<file path="src/hw/sasc_map.svh">
`ifndef SASC_MAP_SVH
`define SASC_MAP_SVH
// ==========================================================
// Phase lengths in converter clock periods
`define SASC_CNT_W     11
`define SASC_NULL_CYC  11'h01A
`define SASC_ACQ_CYC   11'h007
`define SASC_WR_TOTAL  11'h01B
`define SASC_SH_TOTAL  11'h022
`define SASC_ZA_CYC    11'h021
`define SASC_CAL_CYC   11'h577
// ==========================================================
// Output byte layout
`define SASC_SIGN_BIT  12
`define SASC_RES_W     13
`endif

</file>
<file path="src/hw/sasc_pkg.sv">
package sasc_pkg;
  // Sequencer phases, Gray coded along idle-null-acquire-convert
  typedef enum logic [2:0] {
    SASC_IDLE = 3'h0,
    SASC_NULL = 3'h1,
    SASC_ACQ  = 3'h3,
    SASC_CONV = 3'h2,
    SASC_CAL  = 3'h6
  } sasc_state_t;
endpackage

</file>
<file path="src/hw/sasc_seq.sv">
// Behaviour
// - Start-strobe conversion takes 27 converter clock periods in total.
// - Track/hold launched conversion completes within 34 converter clock periods.
// - Start-strobe mode times its own acquisition window of 7 periods.
// - Offset nulling plus acquisition lasts 33 periods before conversion steps.
// - Unsynchronised clock: acquisition ends 6 to 7 periods after start edge.
// - Synchronous falling clock edge: acquisition ends 6.5 periods after start.
// - Read or start strobe falling edge returns result-ready flag high.
// - Data bus driven while read is low, released when read rises.
// - Select low, rising start strobe begins a conversion.
// - Select low, track/hold falling opens acquisition, rising starts conversion.
// - Calibrate request drives busy low for 1399 clock periods.
// - Offset-null input low adds a 26 period nulling cycle to a start-strobe launch.
`timescale 1ns/100ps
`include "sasc_map.svh"

module sasc_seq
  import sasc_pkg::*;
(
  input  wire logic                   sys_clk_i,
  input  wire logic                   rstn_i,
  input  wire logic                   conv_clock_i,
  input  wire logic                   cs_n_i,
  input  wire logic                   wr_n_i,
  input  wire logic                   rd_n_i,
  input  wire logic                   sh_n_i,
  input  wire logic                   cal_n_i,
  input  wire logic                   offset_null_n_i,
  input  wire logic [`SASC_RES_W-1:0] result_i,
  output logic                        eoc_o,
  output logic                        int_n_o,
  output logic [7:0]                  data_o,
  output logic                        data_oe_o
);

  // ==========================================================
  // Phase lengths
  localparam logic [`SASC_CNT_W-1:0] CONV_WR = `SASC_WR_TOTAL - `SASC_ACQ_CYC;

  function automatic logic [`SASC_CNT_W-1:0] phase_len(input sasc_state_t st, input logic sh);
    logic [`SASC_CNT_W-1:0] len;
    len = `SASC_ACQ_CYC;
    unique case (st)
      SASC_NULL: len = `SASC_NULL_CYC;
      SASC_CONV: len = sh ? `SASC_SH_TOTAL : CONV_WR;
      SASC_CAL:  len = `SASC_CAL_CYC;
      SASC_IDLE,
      SASC_ACQ:  len = `SASC_ACQ_CYC;
    endcase
    return len;
  endfunction

  // ==========================================================
  // Input edge detection
  sasc_state_t            state_q;
  sasc_state_t            state_d;
  logic [`SASC_CNT_W-1:0] cnt_q;
  logic                   clk_prev_q;
  logic                   wr_prev_q;
  logic                   rd_prev_q;
  logic                   sh_prev_q;
  logic                   sh_mode_q;
  logic                   az_q;
  logic                   tick;
  logic                   wr_rise;
  logic                   wr_fall;
  logic                   rd_fall;
  logic                   sh_rise;
  logic                   sh_fall;
  logic                   phase_done;
  logic                   conv_end;
  logic                   rd_act;
  logic [`SASC_RES_W-1:0] res_q;
  logic                   byte_lo_q;

  // Previous input levels
  always_ff @(posedge sys_clk_i or negedge rstn_i)
  begin
    if (!rstn_i)
    begin
      clk_prev_q <= 1'b0;
      wr_prev_q  <= 1'b1;
      rd_prev_q  <= 1'b1;
      sh_prev_q  <= 1'b1;
    end
    else
    begin
      clk_prev_q <= conv_clock_i;
      wr_prev_q  <= wr_n_i;
      rd_prev_q  <= rd_n_i;
      sh_prev_q  <= sh_n_i;
    end
  end

  // Qualified strobe edges
  assign tick       = conv_clock_i & ~clk_prev_q;
  assign wr_rise    = ~cs_n_i & wr_n_i & ~wr_prev_q;
  assign wr_fall    = ~cs_n_i & ~wr_n_i & wr_prev_q;
  assign rd_fall    = ~cs_n_i & ~rd_n_i & rd_prev_q;
  assign sh_rise    = ~cs_n_i & sh_n_i & ~sh_prev_q;
  assign sh_fall    = ~cs_n_i & ~sh_n_i & sh_prev_q;
  assign rd_act     = ~cs_n_i & ~rd_n_i;
  assign phase_done = tick && (cnt_q == phase_len(state_q, sh_mode_q) - 11'h001);
  assign conv_end   = (state_q == SASC_CONV) && phase_done && cal_n_i;

  // ==========================================================
  // Sequencer
  // Next phase; calibrate low overrides everything
  always_comb
  begin
    state_d = state_q;
    if (!cal_n_i)
      state_d = SASC_CAL;
    else
    begin
      unique case (state_q)
        SASC_IDLE:
          if (wr_rise)
            state_d = offset_null_n_i ? SASC_ACQ : SASC_NULL;
          else if (sh_fall)
            state_d = SASC_ACQ;
        SASC_NULL:
          if (phase_done)
            state_d = SASC_ACQ;
        SASC_ACQ:
          if (sh_mode_q ? sh_rise : phase_done)
            state_d = SASC_CONV;
        SASC_CONV:
          if (phase_done)
            state_d = SASC_IDLE;
        SASC_CAL:
          if (phase_done)
            state_d = SASC_IDLE;
        default:
          state_d = SASC_IDLE;
      endcase
    end
  end

  // Phase state and per-phase period counter
  always_ff @(posedge sys_clk_i or negedge rstn_i)
  begin
    if (!rstn_i)
    begin
      state_q <= SASC_IDLE;
      cnt_q   <= '0;
    end
    else
    begin
      state_q <= state_d;
      if (state_d != state_q || !cal_n_i)
        cnt_q <= '0;
      else if (tick && state_q != SASC_IDLE)
        cnt_q <= cnt_q + 11'h001;
    end
  end

  // Launch mode and offset-null choice, held for the whole sequence
  always_ff @(posedge sys_clk_i or negedge rstn_i)
  begin
    if (!rstn_i)
    begin
      sh_mode_q <= 1'b0;
      az_q      <= 1'b0;
    end
    else if (state_q == SASC_IDLE && cal_n_i)
    begin
      if (wr_rise)
      begin
        sh_mode_q <= 1'b0;
        az_q      <= ~offset_null_n_i;
      end
      else if (sh_fall)
      begin
        sh_mode_q <= 1'b1;
        az_q      <= 1'b0;
      end
    end
  end

  // Busy low while converting or calibrating
  assign eoc_o = !(state_q == SASC_CONV || state_q == SASC_CAL);

  // ==========================================================
  // Result and flag
  // Result ready flag; completion wins over a same-cycle clear
  always_ff @(posedge sys_clk_i or negedge rstn_i)
  begin
    if (!rstn_i)
      int_n_o <= 1'b1;
    else if (conv_end)
      int_n_o <= 1'b0;
    else if (rd_fall || wr_fall || !cal_n_i)
      int_n_o <= 1'b1;
  end

  // Result latch and byte pointer, high byte first
  always_ff @(posedge sys_clk_i or negedge rstn_i)
  begin
    if (!rstn_i)
    begin
      res_q     <= '0;
      byte_lo_q <= 1'b0;
    end
    else if (conv_end)
    begin
      res_q     <= result_i;
      byte_lo_q <= 1'b0;
    end
    else if (data_oe_o && !rd_act)
      byte_lo_q <= ~byte_lo_q;
  end

  // Bus drive while read is active
  always_ff @(posedge sys_clk_i or negedge rstn_i)
  begin
    if (!rstn_i)
    begin
      data_o    <= 8'h00;
      data_oe_o <= 1'b0;
    end
    else
    begin
      data_oe_o <= rd_act;
      if (rd_act && !data_oe_o)
        data_o <= byte_lo_q ? res_q[7:0] : {{4{res_q[`SASC_SIGN_BIT]}}, res_q[11:8]};
    end
  end

  // ==========================================================
  // Checks
  logic [`SASC_CNT_W-1:0] seq_q;

  // Periods elapsed since launch, or since the track/hold rise in track/hold mode
  always_ff @(posedge sys_clk_i or negedge rstn_i)
  begin
    if (!rstn_i)
      seq_q <= '0;
    else if (state_q == SASC_IDLE || (state_q == SASC_ACQ && sh_mode_q))
      seq_q <= '0;
    else if (tick)
      seq_q <= seq_q + 11'h001;
  end
endmodule

</file>
<file path="config.mk">
export PLATFORM = sky130hd
export DESIGN_NAME = sasc_seq
export DESIGN_NICKNAME = d
export VERILOG_FILES = /design/src/hw/sasc_pkg.sv /design/src/hw/sasc_seq.sv
export VERILOG_INCLUDE_DIRS = /design/src /design/src/hw
export SDC_FILE = /design/constraint.sdc
export NUM_CORES = 1
export LEC_CHECK = 0
export ABC_AREA = 0
export ABC_CLOCK_PERIOD_IN_PS = 3480
export BUFFER_PORTS_ARGS = -buffer_cell sky130_fd_sc_hd__buf_2
export CAP_MARGIN = 20
export CELL_PAD_IN_SITES_DETAIL_PLACEMENT = 0
export CELL_PAD_IN_SITES_GLOBAL_PLACEMENT = 1
export CORE_UTILIZATION = 38
export DETAILED_ROUTE_END_ITERATION = 12
export GPL_ROUTABILITY_DRIVEN = 0
export HOLD_SLACK_MARGIN = 0.03
export PLACE_DENSITY_LB_ADDON = 0.15
export SLEW_MARGIN = 25
export SYNTH_ARGS = -nofsm -noshare
export SYNTH_HDL_FRONTEND = slang
export SYNTH_SLANG_ARGS = --single-unit
</file>
<file path="constraint.sdc">
create_clock -name sys_clk_i -period 3.48 [get_ports sys_clk_i]
set_input_delay 0.696 -clock sys_clk_i [delete_from_list [all_inputs] [get_ports sys_clk_i]]
set_output_delay 0.696 -clock sys_clk_i [all_outputs]
set_load 0.1 [all_outputs]
</file>
# Yosys cells after proc, flatten, opt, wreduce, memory -nomap -nowiden
# Index checks and enable logic that the tools add are counted.
dict set report word_totals {
  reg_bits 43
  output_inout_bits 11
  wordCells 83
}
dict set report op_classes {
  addsub 2
  eq_ne 6
  mux 20
  n_bitwise 19
  n_reduce_logical 24
}
# cell n
set ops {}
lappend ops {{11-bit one-hot mux with 4 select lines} 1}
lappend ops {{11-bit 2-to-1 mux} 2}
lappend ops {{3-bit 2-to-1 mux} 6}
lappend ops {{3-bit one-hot mux with 4 select lines} 1}
lappend ops {{11-bit by 1-bit adder with 11-bit output, second input constant} 1}
lappend ops {{1-bit bitwise AND} 11}
lappend ops {{11-bit equality test} 1}
lappend ops {{11-bit by 1-bit subtractor with 11-bit output, second input constant} 1}
lappend ops {{8-bit 2-to-1 mux} 1}
lappend ops {{1-bit NOT} 8}
lappend ops {{2-bit nonzero test} 4}
lappend ops {{1-bit logical AND} 7}
lappend ops {{1-bit 2-to-1 mux} 7}
lappend ops {{3-bit by 2-bit equality test with 1-bit output, second input constant} 2}
lappend ops {{6-bit 2-to-1 mux} 1}
lappend ops {{1-bit zero test} 4}
lappend ops {{1-bit logical OR} 4}
lappend ops {{2-bit OR reduction} 2}
lappend ops {{3-bit by 1-bit equality test with 1-bit output, second input constant} 1}
lappend ops {{3-bit equality test, second input constant} 1}
lappend ops {{3-bit zero test} 1}
lappend ops {{3-bit inequality test} 1}
lappend ops {{3-bit nonzero test} 1}
lappend ops {{2-bit 2-to-1 mux} 1}
lappend ops {{2-bit AND reduction} 1}

# Depth between registers and ports, before layout
dict set report logic_depth {
  word_depth 13
  ltp_mapped 11
  ltp_nobuf 9
}

# Worst setup path before layout
# Ideal clock, no wire load.
dict set report synth_timing {
  kind {reg-to-reg}
  from {reg state_q[1]}
  to {reg res_q[0]}
  setup_time_ns 0.125
  arrival_ns 2.774
  path_slack_ns 0.581
  path_stages_with_launch 10
  n_path_buf 2
  synth_period_minus_slack_ns 2.899
  cell_sequence {dfrtp_1 -> nor2b_1 -> buf_2 -> inv_1 -> nand2_1 -> a31o_2 -> a2111oi_4 -> nand3_2 -> buf_6 -> mux2_4}
}
dict set report synth_between {
  elab_chain_cells 8
  elab_cells_between_ends 12
  classes_between {add/sub: 1; eq/ne: 5; mux: 1; reduce/logical: 5}
}
# item line_no
set synth_lines {}
lappend synth_lines {{start: declaration} sasc_seq.sv:55} ;# sasc_state_t state_q;
lappend synth_lines {{start signal: assignment} sasc_seq.sv:150} ;# state_q <= state_d;
lappend synth_lines {{3-bit by 2-bit equality test with 1-bit output / 3-bit zero test (equally long branches)} sasc_seq.sv:43} ;# unique case (st)
lappend synth_lines {{2-bit OR reduction} sasc_seq.sv:43}
lappend synth_lines {{11-bit one-hot mux with 4 select lines} sasc_seq.sv:43}
lappend synth_lines {{11-bit by 1-bit subtractor with 11-bit output} sasc_seq.sv:103} ;# assign phase_done = tick && (cnt_q == phase_len(state_q, sh_mode_q) - 11'h001);
lappend synth_lines {{11-bit equality test} sasc_seq.sv:103}
lappend synth_lines {{1-bit logical AND} sasc_seq.sv:103}
lappend synth_lines {{1-bit logical AND * (2 in series)} sasc_seq.sv:104} ;# assign conv_end = (state_q == SASC_CONV) && phase_done && cal_n_i;
lappend synth_lines {{end signal: assignment} sasc_seq.sv:207} ;# res_q <= result_i;
lappend synth_lines {{end: declaration} sasc_seq.sv:73} ;# logic [`SASC_RES_W-1:0] res_q;
# Mark *: on every way between the ends. The rest lies on a longest branch, timed or not. The select of a mux whose other input is x is not followed.
# A chain may end at the register's enable or synchronous reset.

# Final worst setup path
dict set report layout_timing {
  from {reg state_q[1]}
  to {reg res_q[2]}
}
# Same word-level chain as after synthesis.

==> run metrics <==
WL final 4.50 mm; Design Area, Final 0.00258 mm^2; Worst Setup End Kind register; clk buf depth 2; die area 0.00613 mm^2; # fillers 550; maximum clock rate 329 MHz; Clk Latency, worst-skew pair 0.29 ns; vias in the first global route 1630; antenna violations before repair 0; Hold Vio Cnt, Final 0; maximum VDD drop 0.239 mV; CTS tree yes; leakage power 1.15 nW; Die X 78.3 um; reg2reg end res_q[2]; CP arrival 3.22 ns; Final period util 87.2%; Avg Vias per Cell 5.10; DR pass1 iterations 5; crit path launch type register; Seq/Total Area, Yosys 48.9%; H-Tree Depth 2; Placement Cell Area 0.00245 mm^2; Period minus WS final 3.04 ns; Final Util 46.3%; CP required 3.66 ns; Least-Margin Pin Slew 0.545 ns; GRT overflow 0; PnR worst setup slack 0.444 ns; FP Rows 27; Worst slew margin 63.7%; DPL Wire Length 3.29 mm; CP max FO 14; die span in y 78.3 um; Worst Reg-to-Reg Cells 9; setup repair bufs after CTS 0; Post-CTS Resized 0; Inst Count DP 310; outcome complete, no violations; Post-Syn Nets 236; Yosys reg bits 43; Post-Route Skew 0.00672 ns; Antenna diodes 0; nets@finish 269; Worst-path clk slew 0.08 ns; global-route wire length before repair 7.78 mm; largest net degree at the start of global routing 44; cells after synthesis 212; synth top area cells dfrtp_1 44%, mux2_4 6.1%, dfstp_2 4.8%; R2R setup slack 0.44 ns; root buffer cell clkbuf_8; DP Worst Slack 0.448 ns; share of Yosys cell area claimed by the top area cell type 44.1%; Crit Path Category register to register; core box area 0.00557 mm^2; Hold Path Class input port to asynchronous set/reset pin; io pins 33; synthesized area 0.00221 mm^2; Post-CTS Hold Fix Bufs 0; Layout area overhead 16.7%; crit path to res_q[2]; via count 1623; TNS Setup 0 ns; DR WL/cell 14.1 um; initial core utilization 39.7%; RSZ-0062 raised after global routing no; Mapped Avg Cell Area 10.4 um^2; Distinct cells, synth 42; r2r startpoint state_q[1]; top_reg_cell synth dfrtp_1; crit path launch state_q[1]; post-synthesis async set-or-reset flop share 100%; Routed Antenna Nets 0; Tot GR Track Use 16.7%; # DRC 0; max cap viols 0; final slew viol count 0; Final setup viols 0; commonest non-fill, non-tap cell in the layout dfrtp_1; clock buffer count from CTS 5; YS warnings 0; Post-Layout Cell Count 318; Post-synth EDFFs 0; fraction of layout cells with a size suffix above 1 27.6%; Synth area leader dfrtp_1; Port Buf Inserts 32; most frequent cells in the layout 39 x dfrtp_1, 31 x buf_2, 26 x nor2_1, 20 x a21oi_1, 12 x o21ai_0; Clock Sinks 43; initial DRC count 134; Power per Cell Area 468 mW/mm^2
how the worst min path moves through the flow:
stage	from	endpoint	slack [ns]	cells past startpoint
4_1_cts	wr_n_i	wr_prev_q	0.50	1
6_report	rstn_i	sh_mode_q	0.38	1
5_1_grt	rstn_i	sh_mode_q	0.41	1
2_1_floorplan	rstn_i	byte_lo_q	0.40	0
3_3_place_gp	res_q[7]	res_q[7]	0.49	1
3_5_place_dp	res_q[12]	res_q[12]	0.49	1
synthesized netlist by cell type, types with 3 or more instances:
master / number
o21ai_0: 12
xnor2_1: 7
dfrtp_1: 39
mux2_2: 4
a31oi_1: 3
nor2b_1: 3
nor2_1: 26
clkbuf_1: 6
nand2_1: 7
o21a_1: 3
dfstp_2: 4
a21oi_1: 20
mux2i_1: 5
mux2_4: 9
nand2b_1: 5
xor2_1: 6
or3_1: 7
nor3_1: 7
nand3_1: 3
inv_1: 6
a211oi_1: 4
cell type report:
| cell class | count | area, um^2 | area share [%] |
|---|---|---|---|
| flip-flops and latches | 43 | 1080 | 41.9 |
| clock buffers | 6 | 72.6 | 2.81 |
| repair buffers | 38 | 208 | 8.05 |
| inverters | 6 | 22.5 | 0.873 |
| well taps | 72 | 90.1 | 3.49 |
| clock inverters | 2 | 60.1 | 2.33 |
| multi-input cells | 151 | 1050 | 40.6 |
flip-flops by register name, indices dropped and copies added (netlist names):
| register | count |
|---|---|
| rd_prev_q | 1 |
| cnt_q | 11 |
| int_n_o | 1 |
| sh_prev_q | 1 |
| res_q | 13 |
| state_q | 3 |
| data_oe_o | 1 |
| wr_prev_q | 1 |
| sh_mode_q | 1 |
| data_o | 8 |
| clk_prev_q | 1 |
| byte_lo_q | 1 |
cells by family after synthesis:
family / Yosys count / synth area share (%)
XOR/XNOR: 13 / 5.15
flip-flops: 43 / 48.9
AO/OA/AOI/OAI: 51 / 14.8
buffers and inverters: 18 / 3.79
multiplexers: 18 / 10.4
adder cells (fa/ha/maj): 2 / 1.13
AND/OR/NAND/NOR: 67 / 15.8
per-layer routing:
layer  GRT usage (%)  share of wire (%)
met1            22.4                 49
met2            26.4                 46
met3            5.23                4.4
met4            3.33               0.29
met5               0                  0
power breakdown:
part	internal (mW)	switching [mW]
logic	0.0470	0.149
registers	0.524	0.0345
clock network	0.287	0.166
through the flow:
| step | total power [mW] | hold WS [ns] |
|---|---|---|
| floorplan | 0.715 | 0.400 |
| global placement | 0.768 | 0.489 |
| detailed placement | 0.768 | 0.488 |
| CTS | 1.23 | 0.500 |
| global route | 1.27 | 0.415 |
| finish | 1.21 | 0.383 |
critical path: stages, from the launching register on:
cell       delay [ns]
dfrtp_1          0.50
nand3b_1         0.19
o21a_1           0.16
ha_1             0.21
nand2b_1         0.14
a211oi_1         0.37
xnor2_1          0.16
a2111oi_4        0.34
nand3_2          0.42
mux2_4           0.43
(Power assumes the default switching activity.)
